==> src/rtl/cbhrs_pkg.sv <==
package cbhrs_pkg;

  // Controller states, Gray coded along idle, memory, serial and hold.
  typedef enum logic [1:0] {
    ST_IDLE = 2'h0,
    ST_MEM  = 2'h1,
    ST_SIO  = 2'h3,
    ST_HOLD = 2'h2
  } cbhrs_state_t;

  // Cycle kinds that the core may request.
  typedef enum logic [2:0] {
    OP_RD      = 3'h0,
    OP_WR      = 3'h1,
    OP_SIO_OUT = 3'h2,
    OP_SIO_IN  = 3'h3,
    OP_EXT     = 3'h4
  } cbhrs_op_t;

  // Address index i stands for pin Ai; A13 is the most significant line.
  typedef struct packed {
    cbhrs_op_t   op;
    logic        fetch;
    logic [13:0] addr;
    logic [7:0]  wdata;
  } cbhrs_cmd_t;

  typedef struct packed {
    logic [13:0] addr;
    logic        addr_oe_n;
    logic [7:0]  data_out;
    logic        data_oe_n;
    logic        mem_cycle_n;
    logic        we_n;
    logic        read_direction;
    logic        ctl_oe_n;
    logic        bus_grant_ack;
    logic        instr_fetch_flag;
    logic        serial_io_strobe;
  } cbhrs_pins_t;

  localparam cbhrs_pins_t PINS_RST = '{
    addr: 14'h0000, addr_oe_n: 1'h0, data_out: 8'h00, data_oe_n: 1'h1,
    mem_cycle_n: 1'h1, we_n: 1'h1, read_direction: 1'h0, ctl_oe_n: 1'h0,
    bus_grant_ack: 1'h0, instr_fetch_flag: 1'h0, serial_io_strobe: 1'h0};

  localparam cbhrs_cmd_t CMD_RST = '{op: OP_RD, fetch: 1'h0, addr: 14'h0000, wdata: 8'h00};

  // Bit that carries the serial output value on the address bus.
  localparam int unsigned SIO_OUT_BIT = 13;

  // Serial I/O cycle length, long enough to cover the input synchroniser.
  localparam logic [2:0] SIO_CYCLES = 3'h4;

  // Cycles a memory cycle waits before it trusts ready, so that the
  // synchroniser no longer shows the ready of the previous cycle.
  localparam logic [2:0] MEM_SETTLE = 3'h2;

  // Synchroniser order: hold_n, ready, serial in, code bits 0..2, data 7..0.
  localparam int unsigned SYNC_W   = 14;
  localparam logic [13:0] SYNC_RST = 14'h2000;

  // Interrupt code as {bit0, bit1, bit2}.
  localparam logic [2:0] INT_CODE_L4  = 3'h7;
  localparam logic [2:0] INT_CODE_L3  = 3'h5;
  localparam logic [2:0] INT_CODE_L2  = 3'h4;
  localparam logic [2:0] INT_CODE_L1  = 3'h3;
  localparam logic [2:0] INT_CODE_RST = 3'h0;

endpackage : cbhrs_pkg

==> src/rtl/cbhrs_sync.sv <==
`timescale 1ns/1ps
module cbhrs_sync #(
  parameter int unsigned W             = 1,
  parameter logic [W-1:0] RST_VAL      = '0
) (
  // Clock and reset.
  input  wire logic         ref_clk,
  input  wire logic         srst,
  // Asynchronous levels in, synchronised levels out.
  input  wire logic [W-1:0] din,
  output logic      [W-1:0] dout
);

  logic [W-1:0] meta;

  for (genvar i = 0; i < W; i++) begin : g_bit
    always_ff @(posedge ref_clk) begin
      if (srst) begin
        meta[i] <= RST_VAL[i];
        dout[i] <= RST_VAL[i];
      end else begin
        meta[i] <= din[i];
        dout[i] <= meta[i];
      end
    end
  end

endmodule : cbhrs_sync

==> src/rtl/cbhrs_ctrl.sv <==
`timescale 1ns/1ps
module cbhrs_ctrl
  import cbhrs_pkg::*;
(
  // Clock and reset.
  input  wire logic              ref_clk,
  input  wire logic              srst,
  // Core request side.
  input  wire logic              core_req,
  input  cbhrs_pkg::cbhrs_cmd_t  core_cmd,
  output logic                   core_ready,
  output logic                   core_ack,
  output logic [7:0]             core_rdata,
  output logic                   sio_ack,
  output logic                   sio_in_bit,
  output logic [2:0]             int_level,
  output logic                   reset_req,
  // Bus pins.
  output cbhrs_pkg::cbhrs_pins_t pins,
  input  wire logic [7:0]        data_in,
  input  wire logic              hold_n,
  input  wire logic              ready,
  input  wire logic              serial_io_in,
  input  wire logic              int_code_bit0,
  input  wire logic              int_code_bit1,
  input  wire logic              int_code_bit2
);
  import cbhrs_pkg::*;

  logic [SYNC_W-1:0] sync_q;
  logic              hold_s;
  logic              ready_s;
  logic              sin_s;
  logic [2:0]        code_s;
  logic [7:0]        data_s;
  cbhrs_state_t      st;
  cbhrs_state_t      next_st;
  cbhrs_cmd_t        cyc;
  cbhrs_cmd_t        next_cyc;
  logic [2:0]        cnt;
  logic [2:0]        next_cnt;
  logic              done;
  logic              cyc_is_mem;
  logic [13:0]       next_addr;
  logic              taken_in_hold;

  cbhrs_sync #(
    .W       (SYNC_W),
    .RST_VAL (SYNC_RST)
  ) u_sync (
    .ref_clk (ref_clk),
    .srst    (srst),
    .din     ({hold_n, ready, serial_io_in, int_code_bit0, int_code_bit1,
               int_code_bit2, data_in}),
    .dout    (sync_q)
  );

  assign hold_s     = ~sync_q[13];
  assign ready_s    = sync_q[12];
  assign sin_s      = sync_q[11];
  assign code_s     = sync_q[10:8];
  assign data_s     = sync_q[7:0];
  assign cyc_is_mem = (cyc.op == OP_RD) || (cyc.op == OP_WR);

  always_comb begin
    next_st  = st;
    next_cyc = cyc;
    next_cnt = cnt;
    done     = 1'b0;
    case (st)
      ST_IDLE: begin
        if (core_ready && core_req) begin
          next_cyc = core_cmd;
          if ((core_cmd.op == OP_RD) || (core_cmd.op == OP_WR)) begin
            next_cnt = MEM_SETTLE;
            next_st  = ST_MEM;
          end else begin
            next_cnt = SIO_CYCLES - 3'h1;
            next_st  = ST_SIO;
          end
        end else if (hold_s) begin
          // Hold is only entered from idle, between cycles.
          next_st = ST_HOLD;
        end
      end
      ST_MEM: begin
        // Wait states while ready is low.
        // The synchroniser still shows the previous cycle's ready at first.
        if (cnt != 3'h0) begin
          next_cnt = cnt - 3'h1;
        end else if (ready_s) begin
          done    = 1'b1;
          next_st = ST_IDLE;
        end
      end
      ST_SIO: begin
        if (cnt == 3'h0) begin
          done    = 1'b1;
          next_st = ST_IDLE;
        end else begin
          next_cnt = cnt - 3'h1;
        end
      end
      ST_HOLD: begin
        // Return to normal operation on release.
        if (!hold_s) begin
          next_st = ST_IDLE;
        end
      end
      default: next_st = ST_IDLE;
    endcase
  end

  always_ff @(posedge ref_clk) begin
    if (srst) begin
      st  <= ST_IDLE;
      cyc <= CMD_RST;
      cnt <= 3'h0;
      taken_in_hold <= 1'b0;
    end else begin
      st  <= next_st;
      cyc <= next_cyc;
      cnt <= next_cnt;
      if (st == ST_IDLE) begin
        taken_in_hold <= hold_s;
      end
    end
  end

  // A memory cycle that ends under a hold request admits one follower only.
  always_ff @(posedge ref_clk) begin
    if (srst) begin
      core_ready <= 1'b0;
    end else begin
      core_ready <= (next_st == ST_IDLE) && (!hold_s || ((st == ST_MEM) && !taken_in_hold));
    end
  end

  // Serial output value rides on the A13 line.
  always_comb begin
    next_addr = next_cyc.addr;
    if (next_cyc.op == OP_SIO_OUT) begin
      next_addr[SIO_OUT_BIT] = next_cyc.wdata[0];
    end
  end

  always_ff @(posedge ref_clk) begin
    if (srst) begin
      pins <= PINS_RST;
    end else begin
      pins.addr      <= next_addr;
      pins.data_out  <= next_cyc.wdata;
      // Float the bus and controls in hold.
      pins.addr_oe_n <= (next_st == ST_HOLD);
      pins.ctl_oe_n  <= (next_st == ST_HOLD);
      pins.bus_grant_ack <= (next_st == ST_HOLD);
      // Memory indicator marks memory addresses only.
      pins.mem_cycle_n <= (next_st != ST_MEM);
      pins.we_n      <= !((next_st == ST_MEM) && (next_cyc.op == OP_WR));
      pins.data_oe_n <= !((next_st == ST_MEM) && (next_cyc.op == OP_WR));
      // Direction high for memory reads only.
      pins.read_direction <= (next_st == ST_MEM) && (next_cyc.op == OP_RD);
      // Fetch flag in fetch memory cycles.
      pins.instr_fetch_flag <= (next_st == ST_MEM) && next_cyc.fetch;
      // Strobe for serial output and external instruction cycles.
      pins.serial_io_strobe <= (next_st == ST_SIO) && (next_cyc.op != OP_SIO_IN);
    end
  end

  always_ff @(posedge ref_clk) begin
    if (srst) begin
      core_ack   <= 1'b0;
      core_rdata <= 8'h00;
    end else begin
      core_ack <= done && cyc_is_mem;
      if (done && (cyc.op == OP_RD)) begin
        core_rdata <= data_s;
      end
    end
  end

  always_ff @(posedge ref_clk) begin
    if (srst) begin
      sio_ack    <= 1'b0;
      sio_in_bit <= 1'b0;
    end else begin
      sio_ack <= done && !cyc_is_mem;
      // Sample serial input at the end of an input cycle.
      if (done && (cyc.op == OP_SIO_IN)) begin
        sio_in_bit <= sin_s;
      end
    end
  end

  always_ff @(posedge ref_clk) begin
    if (srst) begin
      int_level <= 3'h0;
      reset_req <= 1'b0;
    end else begin
      // Code zero is a reset request.
      reset_req <= (code_s == INT_CODE_RST);
      case (code_s)
        INT_CODE_L1: int_level <= 3'h1;
        INT_CODE_L2: int_level <= 3'h2;
        INT_CODE_L3: int_level <= 3'h3;
        INT_CODE_L4: int_level <= 3'h4;
        default:     int_level <= 3'h0;
      endcase
    end
  end

  chk_hold_floats: assert property (
    @(posedge ref_clk) disable iff (srst)
    pins.bus_grant_ack |-> pins.addr_oe_n && pins.ctl_oe_n && pins.data_oe_n)
    else $error("bus not floated during hold");

  chk_grant_from_idle: assert property (
    @(posedge ref_clk) disable iff (srst)
    $rose(pins.bus_grant_ack) |-> $past(st) == ST_IDLE && $past(hold_s))
    else $error("hold granted mid cycle or without request");

  chk_grant_release: assert property (
    @(posedge ref_clk) disable iff (srst)
    pins.bus_grant_ack && !hold_s |=> !pins.bus_grant_ack ##1 core_ready)
    else $error("grant not dropped after release");

  chk_wait_state: assert property (
    @(posedge ref_clk) disable iff (srst)
    st == ST_MEM && !ready_s |=> st == ST_MEM && !pins.mem_cycle_n && !core_ack)
    else $error("memory cycle left without ready");

  chk_mem_settle: assert property (
    @(posedge ref_clk) disable iff (srst)
    st == ST_MEM && cnt != 3'h0 |-> !done)
    else $error("memory cycle ended on stale ready");

  chk_fetch_flag: assert property (
    @(posedge ref_clk) disable iff (srst)
    pins.instr_fetch_flag |-> !pins.mem_cycle_n && cyc.fetch)
    else $error("fetch flag outside fetch cycle");

  chk_write_strobe: assert property (
    @(posedge ref_clk) disable iff (srst)
    !pins.we_n |-> !pins.data_oe_n && !pins.mem_cycle_n && cyc.op == OP_WR)
    else $error("write strobe without write data");

  chk_read_dir: assert property (
    @(posedge ref_clk) disable iff (srst)
    pins.read_direction |-> pins.data_oe_n && !pins.mem_cycle_n && pins.we_n)
    else $error("direction high outside read");

  chk_strobe_serial: assert property (
    @(posedge ref_clk) disable iff (srst)
    pins.serial_io_strobe |-> pins.mem_cycle_n && !pins.addr_oe_n && st == ST_SIO)
    else $error("strobe outside serial cycle");

  chk_int_decode: assert property (
    @(posedge ref_clk) disable iff (srst)
    code_s == INT_CODE_L1 |=> int_level == 3'h1 && !reset_req)
    else $error("level one code misdecoded");

  chk_reset_code: assert property (
    @(posedge ref_clk) disable iff (srst)
    code_s == INT_CODE_RST |=> reset_req && int_level == 3'h0)
    else $error("reset code not flagged");

  chk_sio_sample: assert property (
    @(posedge ref_clk) disable iff (srst)
    done && cyc.op == OP_SIO_IN |=> sio_ack && sio_in_bit == $past(sin_s))
    else $error("serial input not sampled");

endmodule : cbhrs_ctrl

==> config.mk <==
export PLATFORM = sky130hd
export DESIGN_NAME = cbhrs_ctrl
export DESIGN_NICKNAME = d
export VERILOG_FILES = /design/src/rtl/cbhrs_pkg.sv /design/src/rtl/cbhrs_sync.sv /design/src/rtl/cbhrs_ctrl.sv
export SDC_FILE = /design/constraint.sdc
export NUM_CORES = 1
export LEC_CHECK = 0
export ABC_AREA = 1
export BUFFER_PORTS_ARGS = -buffer_cell sky130_fd_sc_hd__buf_2
export CORE_MARGIN = 10
export CORE_UTILIZATION = 51
export CTS_BUF_LIST = sky130_fd_sc_hd__clkbuf_16
export CTS_CLUSTER_DIAMETER = 120
export DETAILED_ROUTE_END_ITERATION = 6
export PLACE_DENSITY = 0.82
export SLEW_MARGIN = 20
export SYNTH_ARGS = -nofsm -noshare
export SYNTH_HDL_FRONTEND = slang
export SYNTH_HIERARCHICAL = 1
export SYNTH_SLANG_ARGS = --single-unit
==> constraint.sdc <==
create_clock -name ref_clk -period 1.73 [get_ports ref_clk]
set_input_delay 0.173 -clock ref_clk [delete_from_list [all_inputs] [get_ports ref_clk]]
set_output_delay 0.173 -clock ref_clk [all_outputs]
set_load 0.01 [all_outputs]
Word-level counts from Yosys, hierarchy flattened
Index checks and enable logic that the tools add are counted.
{"block": "op_classes", "eq_ne": 20, "bitwise": 1, "n_reduce_logical": 28, "n_mux": 21, "n_addsub": 1}
{"op": "$mux 26", "n": 2}
{"op": "$logic_not 3->1", "n": 5}
{"op": "$mux 2", "n": 7}
{"op": "$pmux 3 s4", "n": 1}
{"op": "$logic_and 1x1->1", "n": 11}
{"op": "$eq 3x1->1 const B", "n": 3}
{"op": "$eq 3x2->1 const B", "n": 3}
{"op": "$eq 3x3->1 const B", "n": 3}
{"op": "$mux 3", "n": 3}
{"op": "$pmux 3 s3", "n": 1}
{"op": "$eq 2x2->1 const B", "n": 4}
{"op": "$pmux 2 s4", "n": 1}
{"op": "$ne 2x2->1 const B", "n": 3}
{"op": "$reduce_bool 3->1", "n": 2}
{"op": "$mux 1", "n": 5}
{"op": "$eq 2x1->1 const B", "n": 2}
{"op": "$logic_not 2->1", "n": 2}
{"op": "$reduce_and 4->1", "n": 1}
{"op": "$logic_not 1->1", "n": 3}
{"op": "$logic_or 1x1->1", "n": 3}
{"op": "$ne 3x2->1 const B", "n": 1}
{"op": "$sub 3x1->3 const B", "n": 1}
{"op": "$ne 2x1->1 const B", "n": 1}
{"op": "$pmux 1 s2", "n": 1}
{"op": "2 further kinds", "n": 2}
{"block": "word_totals", "out_inout_bits": 47, "elab_cells": 121, "input_bits": 43, "reg_bits": 96}

Logic depth before layout (Yosys ltp)
{"block": "logic_depth", "word_depth": 8, "mapped_depth": 11, "depth_no_buf": 11}

Cells and area by module
The synthesis kept the hierarchy.
{"module": "cbhrs_ctrl", "area_each_um2": 2293.4, "instances": 1, "seq_area_each_um2": 1101.1, "cells_per_inst": 286}
{"module": "cbhrs_sync", "area_each_um2": 810.8, "instances": 1, "seq_area_each_um2": 560.5, "cells_per_inst": 88}

Worst setup path before layout
Ideal clock, no wire load.
{"block": "synth_path", "path_kind": "flip-flop to flip-flop", "start": "register core_ready", "end": "register pins[30] (netlist bit)", "n_path_buf": 1, "required_ns": 1.620, "path_stages_with_launch": 10, "slack_ns": 0.441, "arrival_ns": 1.179, "synth_period_minus_slack_ns": 1.289, "setup_ns": 0.110, "cell_sequence": "dfxtp_1 > nand2_1 > inv_1 > nand2_4 > buf_8 > or2_1 > o21ai_2 > nand2_1 > inv_1 > nor2_1"}
{"block": "synth_between", "elab_chain_cells": 5}
{"element": "start, declared", "line_no": "cbhrs_ctrl.sv:11", "rtl": "output logic core_ready,"}
{"element": "start signal, assigned", "line_no": "cbhrs_ctrl.sv:135", "rtl": "core_ready <= (next_st == ST_IDLE) && (!hold_s || ((st == ST_MEM) && !taken_in_hold));"}
{"element": "$logic_and 1x1->1 (*)", "line_no": "cbhrs_ctrl.sv:72", "rtl": "if (core_ready && core_req) begin"}
{"element": "$mux 26 (*)", "line_no": "cbhrs_ctrl.sv:72"}
{"element": "$mux 26 (*)", "line_no": "cbhrs_ctrl.sv:70", "rtl": "case (st)"}
{"element": "$eq 3x2->1", "line_no": "cbhrs_ctrl.sv:142", "rtl": "if (next_cyc.op == OP_SIO_OUT) begin"}
{"element": "$mux 1 (*)", "line_no": "cbhrs_ctrl.sv:142"}
{"element": "end, declared", "line_no": "cbhrs_ctrl.sv:19", "rtl": "output cbhrs_pkg::cbhrs_pins_t pins,"}
Every way passes the cells marked *; elsewhere a longest branch is shown, timed or not. The select of a mux whose other input is x is not followed.
A chain may end at the register's enable or synchronous reset.

Worst setup path after layout
{"block": "layout_path", "start": "register st[0]", "end": "register pins[30] (netlist bit)"}
{"block": "layout_between", "elab_chain_cells": 4}
{"element": "start, declared", "line_no": "cbhrs_ctrl.sv:36", "rtl": "cbhrs_state_t st;"}
{"element": "start signal, assigned", "line_no": "cbhrs_ctrl.sv:121", "rtl": "st <= next_st;"}
{"element": "$logic_not 2->1 (*)", "line_no": "cbhrs_ctrl.sv:70"}
{"element": "$mux 26 (*)", "line_no": "cbhrs_ctrl.sv:70"}
{"element": "$eq 3x2->1", "line_no": "cbhrs_ctrl.sv:142"}
{"element": "$mux 1 (*)", "line_no": "cbhrs_ctrl.sv:142"}
Marks and branches as above.

==> out/qor.yml <==
route.detailed.drc: 0
core-area_mm2: 0.005921
vdd_drop_max_mv: 0.6550
p_int_mw: 3.477
p_per_area_mw_per_mm2: 1286
area_delta_synth_final_pct: 19.11
crit_slowest_cell: "dfxtp_1"
yosysWarnings: 6
crit_arrival_ns: 1.82
synth.avg_cell_area_um2: 8.300
startpoint_type: "register"
synth_top_area_cell: "dfxtp_1"
grt-ovfl-total: 0
fin_nets: 486
swShare: 0.2686
clkPwrFrac: 0.394
htree_levels: 3
synth_compound_area_frac: 0.07134
drtAntennaViolNets: 0
cpPeakStageDelay_ns: 0.38
drt_iter0_drc: 106
layout_commonest_cell: "nor2_1"
most-common-layout-cells: "101 x nor2_1, 89 x buf_2, 83 x dfxtp_1"
grt_pass1_wl_mm: 10.46
post-dp-hpwl_mm: 4.656
ios: 90
holdCritPathClass: "input port to register"
synth_top_family_by_area: "simple AND/OR/NAND/NOR gates"
synthSimpleGateAreaFrac: 0.2322
synth_top_area_share: 0.5353
cts_resized: 0
grt_max_degree: 37
path_clk_slew_ns: 0.06
dieWidth_um: 98.02
worstRegToRegCells: 7
synthCells: 374
seqPwrFrac: 0.453
p_sw_mw: 1.277
maxCapViolations: 0
synth.distinct_cells: 33
worstSkewPairLatency_ns: 0.33
syn_area_mm2: 0.003104
reg2reg_to: "pins[30]$_SDFF_PP0_"
drive_gt1_frac: 0.2960
outcome: "complete, no violations"
clock-sinks: 83
critPathLaunch: "st[0]$_SDFF_PP0_"
numCtsBuffers: 9
die-area_mm2: 0.009607
ys_seq_area_frac: 0.5353
leakage_nw: 1.818
min_period_over_period: 0.8946
antennaDiodeCount: 0
crit_path_end: "pins[30]$_SDFF_PP0_"
dp.cells: 505
wl_per_cell_um: 12.16
rows: 28
setup_viol: 0
setup.worst_path.end_class: "register"
cts_tree: "yes"
grt_antenna_before_repair: 0
root_buffer: "clkbuf_16"
drt-total-wl_mm: 6.337
finalNonFillerCells: 521
fin_skew_ns: 0.005517
comb_power_share: 0.153
critPathRequiredTime_ns: 2.00
die_h_um: 98.02
vias_per_cell: 4.541
io_buffer_count: 89
tightestPinTransition_ns: 0.3888
gr-usage-all-layers: 0.1327
synthTopCellsByArea: "dfxtp_1 54%, nor2_1 12%, buf_4 6.3%, inv_1 5.7%, o21ai_0 5.0%"
start_util: 0.5243
critPathMaxFanout: 29
crit_chain: "nor2_4 -> nand2_4 -> inv_2 -> o21ai_2 -> nand2_1 -> inv_1 -> nor2_1"
slew_violations: 0
synth_xor_xnor_area_share: 0
ys_ff_latch: 83
synth-adder-area-share: 0.008061
reg2reg_slack_ns: 0.18
cts_setup_buffers: 0
first_pass_iters: 4
critical_path_class: "register to register"
hold_violations: 0
syn_nets: 419
tns_ns: 0
synth_mux_area_frac: 0.003225
hold_buffers: 0
max_freq_ghz: 0.6461
place.gp.congestion: 0.8469
rsz0062_at_grt: "false"
num_vias: 2366
fin_total_pwr_mw: 4.754
slew_headroom: 0.7404
clockBufferDepth: 2
first_global_vias: 2322
fill_cells: 522
finalCriticalPeriod_ns: 1.548
reg2reg_from: "st[0]$_SDFF_PP0_"
==> critical path: cells and delay by family, from the launching register on <==
| kind | cells | cell delay, ns |
|---|---|---|
| compound gates | 1 | 0.10 |
| buf+inv | 2 | 0.41 |
| flops | 1 | 0.38 |
| simple gates | 4 | 0.58 |
==> Yosys cell counts (all sizes together) <==
master	count
dfxtp	83
nand3	11
inv	50
ha	2
nand3b	1
buf	32
o21ai	33
nor3	4
clkinv	1
nand2	35
or2	1
a211oi	1
mux2i	1
nor2	105
nor4	2
a21oi	6
nand4	1
nor3b	1
clkbuf	4
==> metal layers <==
metal  track usage  wire length [um]  up-vias
li1              -                 -     1250
met1        0.1366              2588     1039
met2        0.2213              3025       68
met3       0.05074               566        9
met4       0.08613               157        0
met5             0                 0        -
==> flip-flops by register name, summed over array words and instances, names as in the netlist <==
signal and cells:
core_ready 1, cnt 3, sio_in_bit 1, u_sync/meta 14, reset_req 1, int_level 3, u_sync/dout 14, taken_in_hold 1
sio_ack 1, core_ack 1, st 2, cyc 18, core_rdata 8, pins 15
==> power groups by stage <==
stage | sequential (mW) | combinational (mW) | clock (mW)
global placement | 2.19 | 0.716 | 0
floorplan | 2.20 | 0.594 | 0
detailed placement | 2.20 | 0.734 | 0
global route | 2.17 | 0.830 | 1.99
CTS | 2.15 | 0.740 | 1.91
finish | 2.15 | 0.729 | 1.87
==> worst min path at each step <==
stage          startpoint                    endpoint  cells past startpoint
2_1_floorplan        srst          sio_ack$_SDFF_PP0_                      1
3_3_place_gp       hold_n  u_sync/meta[13]$_SDFF_PP1_                      3
3_5_place_dp       hold_n  u_sync/meta[13]$_SDFF_PP1_                      3
4_1_cts            hold_n  u_sync/meta[13]$_SDFF_PP1_                      3
5_1_grt            hold_n  u_sync/meta[13]$_SDFF_PP1_                      3
6_report           hold_n  u_sync/meta[13]$_SDFF_PP1_                      3
==> layout make-up <==
class | instances | area (um2) | share of cell area
sequential | 83 | 1662 | 0.4494
multi-input combinational | 204 | 977.2 | 0.2643
timing repair buffer | 92 | 467.9 | 0.1266
clock buffer | 9 | 225.2 | 0.06091
inverter | 51 | 196.4 | 0.05313
tap | 75 | 93.84 | 0.02538
clock inverter | 7 | 75.07 | 0.02030
==> kinds of logic (layout without fill, tap and decap cells) <==
| logic type | count (synthesis) | count (layout) |
|---|---|---|
| multiplexers | 1 | 1 |
| adder cells (fa/ha/maj) | 2 | 2 |
| buffers and inverters | 87 | 159 |
| AND/OR/NAND/NOR | 161 | 161 |
| flip-flops | 83 | 83 |
| AO/OA/AOI/OAI | 40 | 40 |
==> metrics by stage <==
stage / hold WS (ns) / instance area, um2 / util / setup WS (ns)
2_1_floorplan: 0.2514 / 3104 / - / 0.4411
3_3_place_gp: 0.3527 / 3397 / 0.5738 / 0.2419
3_5_place_dp: 0.3555 / 3397 / 0.5738 / 0.2047
4_1_cts: 0.01273 / 3697 / 0.6245 / 0.1835
5_1_grt: 0.02042 / 3697 / 0.6245 / 0.02672
6_report: 0.02181 / 3697 / 0.6245 / 0.1823
(Power assumes the default switching activity.)
